$ cat config.mk
export PLATFORM = sky130hd
export DESIGN_NAME = compare_and_carry_complement
export DESIGN_NICKNAME = d
export VERILOG_FILES = /design/src/core/compare_and_carry_complement.v
export VERILOG_INCLUDE_DIRS = /design/src /design/src/core
export SDC_FILE = /design/constraint.sdc
export NUM_CORES = 1
export LEC_CHECK = 0
export ABC_AREA = 1
export BUFFER_PORTS_ARGS = -buffer_cell sky130_fd_sc_hd__buf_2
export CAP_MARGIN = 5
export CORE_UTILIZATION = 46
export DETAILED_ROUTE_END_ITERATION = 12
export PLACE_DENSITY = 0.72
export REMOVE_ABC_BUFFERS = 1
export SLEW_MARGIN = 20
export SYNTH_ARGS = -nofsm -noshare
export SYNTH_HDL_FRONTEND = slang
export SYNTH_SLANG_ARGS = --single-unit
$ cat constraint.sdc
create_clock -name CLK -period 2.6 [get_ports CLK]
set_input_delay 0.13 -clock CLK [delete_from_list [all_inputs] [get_ports CLK]]
set_output_delay 0.13 -clock CLK [all_outputs]
set_load 0.01 [all_outputs]
$ cat src/core/cmp_ccf_defines.vh
// Constants for the compare and complement-carry datapath.
// Assumes inclusion by bare name from the single design file.
`ifndef COMPARE_FLAGS_DEFINES_VH
`define COMPARE_FLAGS_DEFINES_VH

// Opcode bytes, the upper five bits of the compare opcode and the source selectors.
`define OPC_INVERT_CARRY  8'h3f
`define OPC_PFX_FIRST     8'hdd
`define OPC_PFX_SECOND    8'hfd
`define OPC_IMMEDIATE     8'hfe
`define OPC_CMP_HI5       5'h17
`define SEL_INDIRECT      3'h6
`define SEL_DIRECT        3'h7
`define SEL_RELATIVE      3'h0
`define SEL_HIGH_BYTE     3'h4
`define SEL_LOW_BYTE      3'h5
`define SEL_PAIR_A        3'h1
`define SEL_PAIR_B        3'h2
`define SEL_PAIR_C        3'h3

// Flag bit positions.
`define FLG_S   7
`define FLG_Z   6
`define FLG_H   4
`define FLG_PV  2
`define FLG_N   1
`define FLG_C   0

// Software registers.
`define REG_FLAGS   4'h0
`define REG_CTRL    4'h1
`define REG_STATUS  4'h2
`define REG_EA_LO   4'h3
`define REG_EA_HI   4'h4
`define CTRL_EN     0
`define RST_FLAGS   8'h00
`define RST_CTRL    8'h01

// Source form codes.
`define FORM_REG         4'h0
`define FORM_RX          4'h1
`define FORM_IMM         4'h2
`define FORM_IR          4'h3
`define FORM_DA          4'h4
`define FORM_X           4'h5
`define FORM_SX          4'h6
`define FORM_RA          4'h7
`define FORM_SR          4'h8
`define FORM_BASE_INDEX  4'h9
`define FORM_INV_CARRY   4'hf

`endif

$ cat src/core/compare_and_carry_complement.v
// Execution datapath for the compare and the invert-carry operations.
// Assumes opcode bytes, register values and memory data come from logic on CLK.
//
// Decided for this implementation: the address map and the plain strobed port.
`timescale 1ns/10ps
`include "cmp_ccf_defines.vh"

module compare_and_carry_complement (
  input  wire        CLK,
  input  wire        RST_N,
  input  wire        CE,
  input  wire        OP_VALID,
  input  wire [7:0]  OP_BYTE,
  output wire        OP_READY,
  input  wire [7:0]  ACC,
  output reg  [2:0]  REG_SEL,
  input  wire [7:0]  REG_DATA,
  input  wire [15:0] FIRST_INDEX,
  input  wire [15:0] SECOND_INDEX,
  input  wire [15:0] POINTER_PAIR,
  input  wire [15:0] STACK_POINTER,
  input  wire [15:0] PROG_COUNTER,
  output wire        MEM_REQ,
  output reg  [15:0] MEM_ADDR,
  input  wire        MEM_VALID,
  input  wire [7:0]  MEM_DATA,
  output reg  [7:0]  FLAGS,
  output reg         DONE,
  output reg         ILLEGAL,
  input  wire [3:0]  BUS_ADDR,
  input  wire [7:0]  BUS_WDATA,
  input  wire        BUS_WR,
  input  wire        BUS_RD,
  output reg  [7:0]  BUS_RDATA
);

  // Decoder states.
  localparam [3:0] S_IDLE = 4'h0;
  localparam [3:0] S_PFX1 = 4'h1;
  localparam [3:0] S_PFX2 = 4'h2;
  localparam [3:0] S_IMM  = 4'h3;
  localparam [3:0] S_D8   = 4'h4;
  localparam [3:0] S_DLO  = 4'h5;
  localparam [3:0] S_DHI  = 4'h6;
  localparam [3:0] S_MEM  = 4'h7;
  localparam [3:0] S_REG  = 4'h8;

  reg [3:0]  state;
  reg [3:0]  form;
  reg [15:0] base;
  reg [7:0]  disp_lo;
  reg [7:0]  ctrl;
  reg        sx_second;

  wire       enabled;
  wire       take;
  wire [4:0] hi5;
  wire [2:0] sel;
  wire       wants_byte;

  // Compare flags from A minus source; N forced, C and H are borrows.
  function [7:0] cmp_flags;
    input [7:0] a;
    input [7:0] s;
    input [7:0] old;
    reg   [8:0] full;
    reg   [4:0] low;
    reg   [7:0] f;
    begin
      full = {1'b0, a} - {1'b0, s};
      low  = {1'b0, a[3:0]} - {1'b0, s[3:0]};
      f    = old;
      f[`FLG_S]  = full[7];
      f[`FLG_Z]  = (full[7:0] == 8'h00);
      f[`FLG_H]  = low[4];
      f[`FLG_PV] = (a[7] != s[7]) && (full[7] == s[7]);
      f[`FLG_N]  = 1'b1;
      f[`FLG_C]  = full[8];
      cmp_flags  = f;
    end
  endfunction

  // Sum of a base and a displacement, kept to 16 bits on purpose.
  function [15:0] addr_sum;
    input [15:0] b;
    input [15:0] d;
    reg   [16:0] t;
    begin
      t = {1'b0, b} + {1'b0, d};
      addr_sum = t[15:0];
    end
  endfunction

  // Pair selection for the base-index form. Selector 000 never reaches here, since it
  // decodes as the stack-relative form, so the default arm only ever sees 011.
  function [15:0] pair_sum;
    input [2:0]  f;
    input [15:0] first_idx;
    input [15:0] second_idx;
    input [15:0] pair;
    begin
      case (f)
        `SEL_PAIR_A: pair_sum = addr_sum(pair, first_idx);
        `SEL_PAIR_B: pair_sum = addr_sum(pair, second_idx);
        default:     pair_sum = addr_sum(first_idx, second_idx);
      endcase
    end
  endfunction

  assign enabled    = ctrl[`CTRL_EN];
  assign hi5        = OP_BYTE[7:3];
  assign sel        = OP_BYTE[2:0];
  assign MEM_REQ    = (state == S_MEM);
  assign wants_byte = (state == S_IDLE) || (state == S_PFX1) || (state == S_PFX2) ||
                      (state == S_IMM) || (state == S_D8) || (state == S_DLO) ||
                      (state == S_DHI);
  // Decoding stalls while an operand is being fetched, so the ready is combinational.
  assign OP_READY   = CE && enabled && wants_byte;
  assign take       = OP_READY && OP_VALID;

  // Opcode decode, operand fetch and flag update.
  always @(posedge CLK or negedge RST_N) begin
    if (!RST_N) begin
      state     <= S_IDLE;
      form      <= `FORM_REG;
      base      <= 16'h0000;
      disp_lo   <= 8'h00;
      sx_second <= 1'b0;
      REG_SEL   <= 3'h0;
      MEM_ADDR  <= 16'h0000;
      FLAGS     <= `RST_FLAGS;
      DONE      <= 1'b0;
      ILLEGAL   <= 1'b0;
      ctrl      <= `RST_CTRL;
    end else if (CE) begin
      DONE    <= 1'b0;
      ILLEGAL <= 1'b0;
      // Software writes land first so a finishing operation overrides a FLAGS write.
      if (BUS_WR && BUS_ADDR == `REG_FLAGS)
        FLAGS <= BUS_WDATA;
      if (BUS_WR && BUS_ADDR == `REG_CTRL)
        ctrl <= BUS_WDATA;
      case (state)
        S_IDLE: begin
          if (take) begin
            if (OP_BYTE == `OPC_INVERT_CARRY) begin
              // The whole byte is written so a same-cycle software write cannot leak into
              // the kept bits; S, Z, PV and the two spare bits hold their old value.
              FLAGS         <= {FLAGS[7:5], FLAGS[`FLG_C], FLAGS[3:2], 1'b0,
                                ~FLAGS[`FLG_C]};
              form          <= `FORM_INV_CARRY;
              DONE          <= 1'b1;
            end else if (hi5 == `OPC_CMP_HI5 && sel == `SEL_INDIRECT) begin
              form     <= `FORM_IR;
              MEM_ADDR <= POINTER_PAIR;
              state    <= S_MEM;
            end else if (hi5 == `OPC_CMP_HI5) begin
              form    <= `FORM_REG;
              REG_SEL <= sel;
              state   <= S_REG;
            end else if (OP_BYTE == `OPC_IMMEDIATE) begin
              form  <= `FORM_IMM;
              state <= S_IMM;
            end else if (OP_BYTE == `OPC_PFX_FIRST) begin
              state <= S_PFX1;
            end else if (OP_BYTE == `OPC_PFX_SECOND) begin
              state <= S_PFX2;
            end else begin
              ILLEGAL <= 1'b1;
            end
          end
        end
        S_PFX1: begin
          if (take) begin
            state <= S_IDLE;
            if (hi5 != `OPC_CMP_HI5) begin
              ILLEGAL <= 1'b1;
            end else begin
              case (sel)
                `SEL_RELATIVE: begin
                  form  <= `FORM_SR;
                  base  <= STACK_POINTER;
                  state <= S_DLO;
                end
                `SEL_PAIR_A, `SEL_PAIR_B, `SEL_PAIR_C: begin
                  form     <= `FORM_BASE_INDEX;
                  MEM_ADDR <= pair_sum(sel, FIRST_INDEX, SECOND_INDEX, POINTER_PAIR);
                  state    <= S_MEM;
                end
                `SEL_HIGH_BYTE: begin
                  form  <= `FORM_RX;
                  FLAGS <= cmp_flags(ACC, FIRST_INDEX[15:8], FLAGS);
                  DONE  <= 1'b1;
                end
                `SEL_LOW_BYTE: begin
                  form  <= `FORM_RX;
                  FLAGS <= cmp_flags(ACC, FIRST_INDEX[7:0], FLAGS);
                  DONE  <= 1'b1;
                end
                `SEL_INDIRECT: begin
                  form      <= `FORM_SX;
                  sx_second <= 1'b0;
                  state     <= S_D8;
                end
                `SEL_DIRECT: begin
                  form  <= `FORM_DA;
                  base  <= 16'h0000;
                  state <= S_DLO;
                end
                default: begin
                  ILLEGAL <= 1'b1;
                end
              endcase
            end
          end
        end
        S_PFX2: begin
          if (take) begin
            state <= S_IDLE;
            if (hi5 != `OPC_CMP_HI5) begin
              ILLEGAL <= 1'b1;
            end else begin
              case (sel)
                `SEL_RELATIVE: begin
                  form  <= `FORM_RA;
                  base  <= PROG_COUNTER;
                  state <= S_DLO;
                end
                `SEL_PAIR_A: begin
                  form  <= `FORM_X;
                  base  <= FIRST_INDEX;
                  state <= S_DLO;
                end
                `SEL_PAIR_B: begin
                  form  <= `FORM_X;
                  base  <= SECOND_INDEX;
                  state <= S_DLO;
                end
                `SEL_PAIR_C: begin
                  form  <= `FORM_X;
                  base  <= POINTER_PAIR;
                  state <= S_DLO;
                end
                `SEL_INDIRECT: begin
                  form      <= `FORM_SX;
                  sx_second <= 1'b1;
                  state     <= S_D8;
                end
                default: begin
                  ILLEGAL <= 1'b1;
                end
              endcase
            end
          end
        end
        // The immediate byte is the source itself, so no memory access is needed.
        S_IMM: begin
          if (take) begin
            FLAGS <= cmp_flags(ACC, OP_BYTE, FLAGS);
            DONE  <= 1'b1;
            state <= S_IDLE;
          end
        end
        // The short displacement is sign-extended so it can reach below the index.
        S_D8: begin
          if (take) begin
            MEM_ADDR <= addr_sum(sx_second ? SECOND_INDEX : FIRST_INDEX,
                                 {{8{OP_BYTE[7]}}, OP_BYTE});
            state    <= S_MEM;
          end
        end
        S_DLO: begin
          if (take) begin
            disp_lo <= OP_BYTE;
            state   <= S_DHI;
          end
        end
        // The low byte arrived first; the high byte completes the 16-bit displacement.
        S_DHI: begin
          if (take) begin
            MEM_ADDR <= addr_sum(base, {OP_BYTE, disp_lo});
            state    <= S_MEM;
          end
        end
        // The operand fetch may take any number of cycles; decoding waits for it.
        S_MEM: begin
          if (MEM_VALID) begin
            FLAGS <= cmp_flags(ACC, MEM_DATA, FLAGS);
            DONE  <= 1'b1;
            state <= S_IDLE;
          end
        end
        // The register file answers in one cycle, so its data stands here.
        S_REG: begin
          FLAGS <= cmp_flags(ACC, REG_DATA, FLAGS);
          DONE  <= 1'b1;
          state <= S_IDLE;
        end
        default: begin
          state <= S_IDLE;
        end
      endcase
    end
  end

  // Read port; unmapped offsets answer zero.
  always @(posedge CLK or negedge RST_N) begin
    if (!RST_N) begin
      BUS_RDATA <= 8'h00;
    end else if (CE) begin
      if (BUS_RD) begin
        case (BUS_ADDR)
          `REG_FLAGS:  BUS_RDATA <= FLAGS;
          `REG_CTRL:   BUS_RDATA <= ctrl;
          `REG_STATUS: BUS_RDATA <= {3'h0, (state != S_IDLE), form};
          `REG_EA_LO:  BUS_RDATA <= MEM_ADDR[7:0];
          `REG_EA_HI:  BUS_RDATA <= MEM_ADDR[15:8];
          default:     BUS_RDATA <= 8'h00;
        endcase
      end else begin
        BUS_RDATA <= 8'h00;
      end
    end
  end

endmodule // compare_and_carry_complement

Yosys cells after proc, flatten, opt, wreduce, memory -nomap -nowiden
Index checks and enable logic that the tools add are counted.
Widths: inputs -> output; s select.
{ "classes": {"muxes": 87, "eq_ne": 61, "bitwise_logic": 4, "addsub": 15, "n_reduce_logical": 45} }
{ "op_table": {"columns": ["cell", "count"], "rows": [
  ["$mux 16", 13],
  ["$pmux 16 s4", 2],
  ["$pmux 16 s2", 3],
  ["$mux 4", 22],
  ["$add 16x16->16", 5],
  ["$pmux 8 s5", 2],
  ["$mux 8", 8],
  ["$sub 8x8->9", 5],
  ["$logic_not 8->1", 5],
  ["$pmux 4 s7", 1],
  ["$ne 2x2->1 const B", 13],
  ["$mux 1", 25],
  ["$sub 4x4->5", 5],
  ["$eq 8x8->1 const B", 3],
  ["$pmux 4 s3", 2],
  ["$eq 4x3->1 const B", 5],
  ["$pmux 4 s5", 1],
  ["$reduce_and 10->1", 2],
  ["$eq 4x2->1 const B", 4],
  ["$pmux 8 s2", 1],
  ["$reduce_and 8->1", 2],
  ["$eq 3x3->1 const B", 4],
  ["$logic_and 1x1->1", 11],
  ["$ne 2x1->1 const B", 5],
  ["other kinds (37)", 63]
]} }
{ "word_totals": {"register_bits": 78, "wordCells": 226} }

Depth between registers and ports, before layout
Gate-level depths: netlist (run 1).
{ "depth": {"word_depth": 11, "mapped_depth": 19, "ltp_nobuf": 18} }

Least setup slack after synthesis (run 1)
No wires, ideal clock.
{ "synth_path": {"kind": "input -> register", "start": "input OP_BYTE[1]", "end": "register MEM_ADDR[8]", "setup_ns": 0.117, "required_ns": 2.483, "cell_stages": 18, "arrival_time_ns": 2.246, "path_slack_ns": 0.238, "cell_sequence": "inv_1 > nor2_2 > nand2_1 > clkbuf_1 > a21oi_1 > ha_1 > inv_1 > fa_1 > inv_1 > nand3_1 > nand2_1 > nand2_1 > nand2_1 > nand2_1 > a21oi_1 > nor2_1 > nor2_1 > nor2_1"} }
{ "synth_between": {"elab_chain_len": 6, "word_cells_on_any_way": 18, "classes_between": "1 x add/sub; 8 x eq/ne; 6 x mux; 3 x reduce/logical"} }
{ "synth_lines": {"columns": ["element", "line_no", "rtl"], "rows": [
  ["start: declaration", "compare_and_carry_complement.v:13", "input wire [7:0] OP_BYTE,"],
  ["parallel branches: the longest is 6 deep, another holds $add 16x16->16", null, null],
  ["end signal: assignment", "compare_and_carry_complement.v:187", "MEM_ADDR <= pair_sum(sel, FIRST_INDEX, SECOND_INDEX, POINTER_PAIR);"],
  ["end signal: assignment", "compare_and_carry_complement.v:267", "MEM_ADDR <= addr_sum(sx_second ? SECOND_INDEX : FIRST_INDEX,"],
  ["end signal: assignment", "compare_and_carry_complement.v:281", "MEM_ADDR <= addr_sum(base, {OP_BYTE, disp_lo});"],
  ["end: declaration", "compare_and_carry_complement.v:24", "output reg [15:0] MEM_ADDR,"]
]} }
Several ways; the timed one is not identified. The select of a mux whose other input is x is not followed.
A chain may end at the register's enable or synchronous reset.

Final worst setup path (run 1)
{ "layout_path": {"start": "register state[3]", "end": "register MEM_ADDR[0]"} }
{ "layout_between": {"elab_chain_len": 11, "word_cells_on_any_way": 26, "classes_between": "14 x eq/ne; 1 x mux; 11 x reduce/logical"} }
{ "layout_lines": {"columns": ["element", "line_no", "rtl"], "rows": [
  ["start: declaration", "compare_and_carry_complement.v:48", "reg [3:0] state;"],
  ["start signal: assignment", "compare_and_carry_complement.v:124", "state <= S_IDLE;"],
  ["start signal: assignment", "compare_and_carry_complement.v:156", "state <= S_MEM;"],
  ["start signal: assignment", "compare_and_carry_complement.v:160", "state <= S_REG;"],
  ["$eq 4x1->1 or $logic_not 4->1 (tied branches)", "compare_and_carry_complement.v:114, compare_and_carry_complement.v:143", null],
  ["$logic_or 1x1->1 (3 in series)", "compare_and_carry_complement.v:114", "assign wants_byte = (state == S_IDLE) || (state == S_PFX1) || (state == S_PFX2) ||"],
  ["$logic_or 1x1->1 (3 in series)", "compare_and_carry_complement.v:115", "(state == S_IMM) || (state == S_D8) || (state == S_DLO) ||"],
  ["$logic_and 1x1->1", "compare_and_carry_complement.v:118", "assign OP_READY = CE && enabled && wants_byte;"],
  ["$logic_and 1x1->1", "compare_and_carry_complement.v:119", "assign take = OP_READY && OP_VALID;"],
  ["$ne 2x2->1 (no source line)", null, null],
  ["$reduce_and 10->1 (no source line)", null, null]
]} }
Several ways; a longest one is shown, not always the timed one.

==> results.sh, run 1 <==
export IMPL_vias=13030
export IMPL_diodes=0
export IMPL_yosys_top_cells_area="nand2_1 (18%), dfrtp_1 (18%), ha_1 (12%), inv_1 (7.8%), nand3_1 (7.0%)"
export IMPL_grt_first_pass_wirelength_um=64880
export IMPL_critPathCaptureType="register"
export IMPL_power_density_nw_per_um2=700.8
export IMPL_clk_latency_ns=0.35
export IMPL_critPathRequiredTime_ns=2.81
export IMPL_die_area_sq_um=24290
export IMPL_maxSlewViolCount=0
export IMPL_maxSlewHeadroom_pct=29.69
export IMPL_multi_input_area_sq_um=7831
export IMPL_final_cell_mix="nand2_1 (520), inv_1 (225), nor2_1 (176)"
export IMPL_final_antenna_net_count=0
export IMPL_ctsLongestPathBuffers=2
export IMPL_gp_congestion=1.038
export IMPL_avgViaCountPerCell=5.603
export IMPL_worst_pin_slew_ns=1.051
export IMPL_path_clk_slew_ns=0.07
export IMPL_first_pass_iters=6
export IMPL_area_delta_synth_final_pct=16.02
export IMPL_ys_warn_count=0
export IMPL_fillers=2448
export IMPL_setup_tns_ns=0
export IMPL_crit_chain="inv_1 > nand2_1 > nor2_1 > nor2_1 > inv_1 > o221ai_1 > o21ai_0"
export IMPL_synthesis_instances=1819
export IMPL_slowest_stage="nor2_1"
export IMPL_fp_row_count=55
export IMPL_regArea_sq_um=1954
export IMPL_dp_hpwl_um=35450
export IMPL_cts_tree="built"
export IMPL_drc=0
export IMPL_gr_total_overflow=0
export IMPL_ys_types=58
export IMPL_synth_compound_area_share_pct=21.24
export IMPL_cp_num_buf_inv=2
export IMPL_nNetsFinal=2245
export IMPL_async_flop_share_pct=100.0
export IMPL_drive_above_1_share_pct=14.91
export IMPL_core_area_sq_um=22920
export IMPL_finClkSkew_ns=0.009034
export IMPL_synth_top_family_by_area="simple AND/OR/NAND/NOR gates"
export IMPL_rsz0062_at_grt="no"
export IMPL_dp_slack_ns=0.1403
export IMPL_slowest_delay_ns=0.81
export IMPL_holdWs_ns=0.03245
export IMPL_post_synth_top_area_fraction_pct=17.92
export IMPL_clkSinkCount=78
export IMPL_synthSimpleGateAreaFrac_pct=35.93
export IMPL_grt_total_usage_pct=35.30
export IMPL_postSynthAreaPerCell_sq_um=5.987
export IMPL_cts_root_buf="clkbuf_16"
export IMPL_fin_util_pct=55.14
export IMPL_post_cts_setup_buffers=0
export IMPL_status="complete, no violations"
export IMPL_fin_crit_sh_pct=94.13
export IMPL_synthFlopType="dfrtp_1"
export IMPL_die_x_um=155.9
export IMPL_power_leakage_nw=6.838
export IMPL_min_path_type="input pin to register"
export IMPL_die_height_um=155.9
export IMPL_synth_top_cell_by_area="nand2_1"
export IMPL_first_global_vias=12010
export IMPL_finalSetupViolCount=0
export IMPL_drtIter0Drc=1230
export IMPL_fmax_mhz=408.6
export IMPL_wl_um=42970
export IMPL_synth_seq_cells=78
export IMPL_fin_crit_ns=2.447
export IMPL_synth_edf_count=0
export IMPL_grt_max_degree=79
export IMPL_layout_commonest_cell="nand2_1"
export IMPL_synth_xor_area_share_pct=1.528
export IMPL_port_buffer_count=169
export IMPL_syn_area_sq_um=10890
export IMPL_io_pins=170
export IMPL_start_kind="register"
export IMPL_timing_final_ws_setup_ns=0.1526
export IMPL_path_class="register to register"
export IMPL_crit_arrival_ns=2.66
export IMPL_muxShareOfSynthArea_pct=0.6204
export IMPL_critical_path_top_delay_family="simple AND/OR/NAND/NOR gates"
export IMPL_cts_made_buffers=9
export IMPL_h_tree_depth=3
export IMPL_postLayoutCellArea_sq_um=12630
export IMPL_start_util_pct=47.52
export IMPL_hold_violations=0
export IMPL_synthAdderAreaFrac_pct=12.57
export IMPL_avgRoutedWirePerCell_um=18.48
export IMPL_cap_viol_max_count=0
export IMPL_peakVddDrop_mv=0.4645
export IMPL_post_dp_cell_area_sq_um=12300
export IMPL_seq_area_frac_synth_pct=17.93
export IMPL_cp_max_fo=14
export IMPL_antenna_found_initial=1
## Yosys cell counts (all sizes together) (2+ instances only)
| cell | instances |
|---|---|
| a21boi | 3 |
| nor4 | 4 |
| ha | 103 |
| a41oi | 2 |
| a21o | 14 |
| and2 | 2 |
| xor2 | 12 |
| o21bai | 7 |
| nand3b | 13 |
| nand4 | 24 |
| or2 | 8 |
| clkbuf | 19 |
| nor2 | 184 |
| a31oi | 6 |
| o211ai | 6 |
| nor3 | 17 |
| mux2 | 6 |
| a31o | 10 |
| buf | 18 |
| a221oi | 9 |
| a21oi | 159 |
| o21a | 8 |
| nand2 | 521 |
| clkinv | 3 |
| dfrtp | 77 |
| o221ai | 3 |
| nand3 | 153 |
| a211oi | 9 |
| fa | 4 |
| o21ai | 138 |
| inv | 244 |
| xnor2 | 7 |
| o22ai | 15 |
## state kept, by name, summed over array words and instances (netlist names)
signal     cells
state          4
form           4
FLAGS          8
ILLEGAL        1
base          16
sx_second      1
MEM_ADDR      16
ctrl           8
BUS_RDATA      8
DONE           1
disp_lo        8
REG_SEL        3
## routing by layer
layer	share of wire (%)	wire length, um	vias to the layer above	track usage, %
met3	7.2	3106	133	4.444
li1	-	-	6443	-
met4	5.4	2340	2	18.39
met5	0.037	16	-	0
met1	41	17720	5857	43.63
met2	46	19790	592	59.91
## logic make-up after synthesis
| logic type | after synthesis |
|---|---|
| AO/OA/AOI/OAI | 398 |
| XOR/XNOR | 19 |
| adder cells (fa/ha/maj) | 107 |
| buffers and inverters | 284 |
| flip-flops | 78 |
| multiplexers | 6 |
| AND/OR/NAND/NOR | 927 |
## report_power, final
| part | leakage, nW | internal (mW) | switching [mW] |
|---|---|---|---|
| Combinational | 5.71 | 1.96 | 3.54 |
| Clock | 0.148 | 0.769 | 0.601 |
| Sequential | 0.982 | 1.59 | 0.396 |
## worst reg2reg max path, delay by kind of cell, from the launching register on
| kind | cells | cell delay, ns |
|---|---|---|
| AOI/OAI and AO/OA | 2 | 0.42 |
| and+or+nand+nor | 3 | 1.07 |
| buffers and inverters | 2 | 0.42 |
| DFF | 1 | 0.41 |
## layout make-up
| class | instances | area share [%] |
|---|---|---|
| Sequential cell | 78 | 15.47 |
| Clock buffer | 9 | 1.783 |
| Clock inverter | 7 | 0.6932 |
| Inverter | 247 | 7.338 |
| Tap cell | 313 | 3.100 |
| Timing Repair Buffer | 214 | 9.636 |
| Multi-Input combinational cell | 1457 | 61.98 |
## metrics by stage
step / power [mW] / std cells
global placement: 7.317 / 2308
CTS: 8.751 / 2325
floorplan: 5.538 / 1782
finish: 8.854 / 2325
detailed placement: 7.367 / 2308
global route: 9.561 / 2325
## worst paths after layout
path,slack (ns),from,cells past startpoint,end
worst max register to register,0.15,state[3],7,MEM_ADDR[0]
min in group asynchronous,0.37,RST_N,2,FLAGS[7]
worst min-delay path,0.03,BUS_WDATA[3],2,ctrl[3]
max in group asynchronous,1.63,RST_N,2,sx_second
worst max-delay path,0.15,state[3],7,MEM_ADDR[0]
worst min register to register,0.48,DONE,2,DONE
## repair_timing
item / 4_1_cts / 5_1_grt
endpoints found under the hold margin: 29 / 0
gates resized for setup: 0 / 2
hold buffers: 1 / 0
setup endpoints to repair: 0 / 2
Note: power is estimated with default switching activity, not from simulation.
==> inputs of run 2 (changes only) <==
--- a/config.mk
+++ b/config.mk
@@ -9,11 +9,12 @@
 export ABC_AREA = 1
 export BUFFER_PORTS_ARGS = -buffer_cell sky130_fd_sc_hd__buf_2
 export CAP_MARGIN = 5
-export CORE_UTILIZATION = 46
+export CORE_UTILIZATION = 31
 export DETAILED_ROUTE_END_ITERATION = 12
-export PLACE_DENSITY = 0.72
+export PLACE_DENSITY = 0.54
 export REMOVE_ABC_BUFFERS = 1
 export SLEW_MARGIN = 20
 export SYNTH_ARGS = -nofsm -noshare
 export SYNTH_HDL_FRONTEND = slang
 export SYNTH_SLANG_ARGS = --single-unit
+export TNS_END_PERCENT = 1
==> run 2 against run 1 <==
  * Setup slack better by 0.0052 ns
  * Via count rose by 0.32%
  * Non-clock buffer count up 8
  * Power increased by 1.3%
  * Critical path type unchanged
  * First-iteration DRC count down 16%
==> results.sh, run 2 (synthesized netlist as in run 1, its figures left out) <==
export IMPL_first_global_vias=12280
export IMPL_critPathRequiredTime_ns=2.84
export IMPL_finalSetupViolCount=0
export IMPL_layout_commonest_cell="nand2_1"
export IMPL_cts_root_buf="clkbuf_16"
export IMPL_h_tree_depth=3
export IMPL_port_buffer_count=169
export IMPL_clkSinkCount=78
export IMPL_min_path_type="input pin to register"
export IMPL_final_cell_mix="nand2_1 (520), inv_1 (225), nor2_1 (175)"
export IMPL_fp_row_count=68
export IMPL_reg2reg_slack_ns=0.16
export IMPL_critPathCaptureType="register"
export IMPL_reg_top3="MEM_ADDR (16), base (16)"
export IMPL_fin_crit_ns=2.442
export IMPL_first_pass_iters=7
export IMPL_hold_violations=0
export IMPL_wl_um=47340
export IMPL_maxSlewViolCount=0
export IMPL_fin_crit_sh_pct=93.93
export IMPL_fmax_mhz=409.5
export IMPL_nNetsFinal=2253
export IMPL_die_x_um=189.4
export IMPL_path_clk_slew_ns=0.07
export IMPL_avgRoutedWirePerCell_um=19.13
export IMPL_setup_tns_ns=0
export IMPL_core_area_sq_um=34540
export IMPL_grt_total_usage_pct=26.39
export IMPL_cp_max_fo=6
export IMPL_rsz0062_at_grt="no"
export IMPL_drtIter0Drc=1038
export IMPL_cts_made_buffers=9
export IMPL_gp_congestion=0.9975
export IMPL_fillers=3902
export IMPL_final_antenna_net_count=0
export IMPL_antenna_found_initial=0
export IMPL_io_pins=170
export IMPL_area_delta_synth_final_pct=18.31
export IMPL_grt_max_degree=42
export IMPL_start_util_pct=31.53
export IMPL_finClkSkew_ns=0.009824
export IMPL_power_density_nw_per_um2=696.0
export IMPL_crit_arrival_ns=2.68
export IMPL_vias=13070
export IMPL_gr_total_overflow=0
export IMPL_drc=0
export IMPL_dp_slack_ns=0.04066
export IMPL_worst_pin_slew_ns=0.5969
export IMPL_status="complete, no violations"
export IMPL_peakVddDrop_mv=0.3865
export IMPL_dp_hpwl_um=39380
export IMPL_cts_tree="built"
export IMPL_grt_first_pass_wirelength_um=71390
export IMPL_maxSlewHeadroom_pct=60.09
export IMPL_power_leakage_nw=6.871
export IMPL_die_area_sq_um=35880
export IMPL_timing_final_ws_setup_ns=0.1579
export IMPL_path_class="register to register"
export IMPL_cap_viol_max_count=0
export IMPL_diodes=0
export IMPL_ctsLongestPathBuffers=2
export IMPL_drive_above_1_share_pct=15.25
export IMPL_die_height_um=189.4
export IMPL_start_kind="register"
export IMPL_avgViaCountPerCell=5.280
export IMPL_clk_latency_ns=0.36
-- run 2: cell count changes in the layout (fill, tap and decap cells not counted), moves of 2 or more --
| cell | delta |
|---|---|
| o21ai_0 | -2 |
| buf_4 | +7 |
| buf_12 | +2 |
| o21ai_1 | +2 |
| inv_8 | -3 |
-- run 2: area by class of cell --
class / instances / area, sq um / share of cell area, %
multi-input cells: 1457 / 7838 / 60.83
well taps: 455 / 569.3 / 4.418
repair buffers: 222 / 1299 / 10.08
inverters: 247 / 927.1 / 7.196
clock buffers: 10 / 229.0 / 1.777
clock inverters: 6 / 70.07 / 0.5438
flip-flops and latches: 78 / 1953 / 15.16
-- run 2: path summary, 6_finish.rpt --
path,to,startpoint,cells past startpoint
min in group asynchronous,FLAGS[2],RST_N,2
worst max register to register,FLAGS[3],state[0],11
worst min-delay path,ctrl[6],BUS_WDATA[6],2
worst max-delay path,FLAGS[3],state[0],11
worst min register to register,BUS_RDATA[1],BUS_RDATA[1],2
max in group asynchronous,base[12],RST_N,3
-- run 2: per-stage QoR --
step	total power [mW]	instances	hold slack, ns	instance area (sq um)	util (%)
after floorplan	5.538	1782	-0.1656	10710	-
after global placement	7.504	2458	0.1325	12570	36.38
after detailed placement	7.525	2458	0.1383	12570	36.38
after CTS	8.894	2475	0.01114	12880	37.28
after global routing	9.709	2475	0.02153	12880	37.30
final	8.968	2475	0.02138	12880	37.30
-- run 2: per-layer routing --
metal / wire length, um / track usage, % / part of all wire [%]
met3: 3003 / 3.281 / 6.3
met2: 22130 / 45.42 / 47
met1: 20660 / 33.89 / 44
met5: 0 / 0 / 0
met4: 1547 / 8.685 / 3.3
-- run 2: critical path, cell delays in order, from the launching register on --
cell	delay, ns
dfrtp_1	0.45
nand2_1	0.15
nand2_1	0.12
nand2_1	0.08
nand3b_1	0.31
clkinv_1	0.29
nand3_1	0.27
nand4_1	0.20
nor2_1	0.16
nand2_1	0.14
nor2_1	0.12
a21oi_1	0.05
-- run 2: repair_timing --
item	in CTS	in global routing
setup endpoints to repair	0	2
hold buffers	1	0
endpoints found under the hold margin	36	0
resized for setup	0	5
setup buffers	0	0
-- run 2: power by group --
group | internal, mW | switching (mW) | total (mW)
Combinational | 2.00 | 3.61 | 5.62
Clock | 0.752 | 0.596 | 1.35
Sequential | 1.59 | 0.418 | 2.00
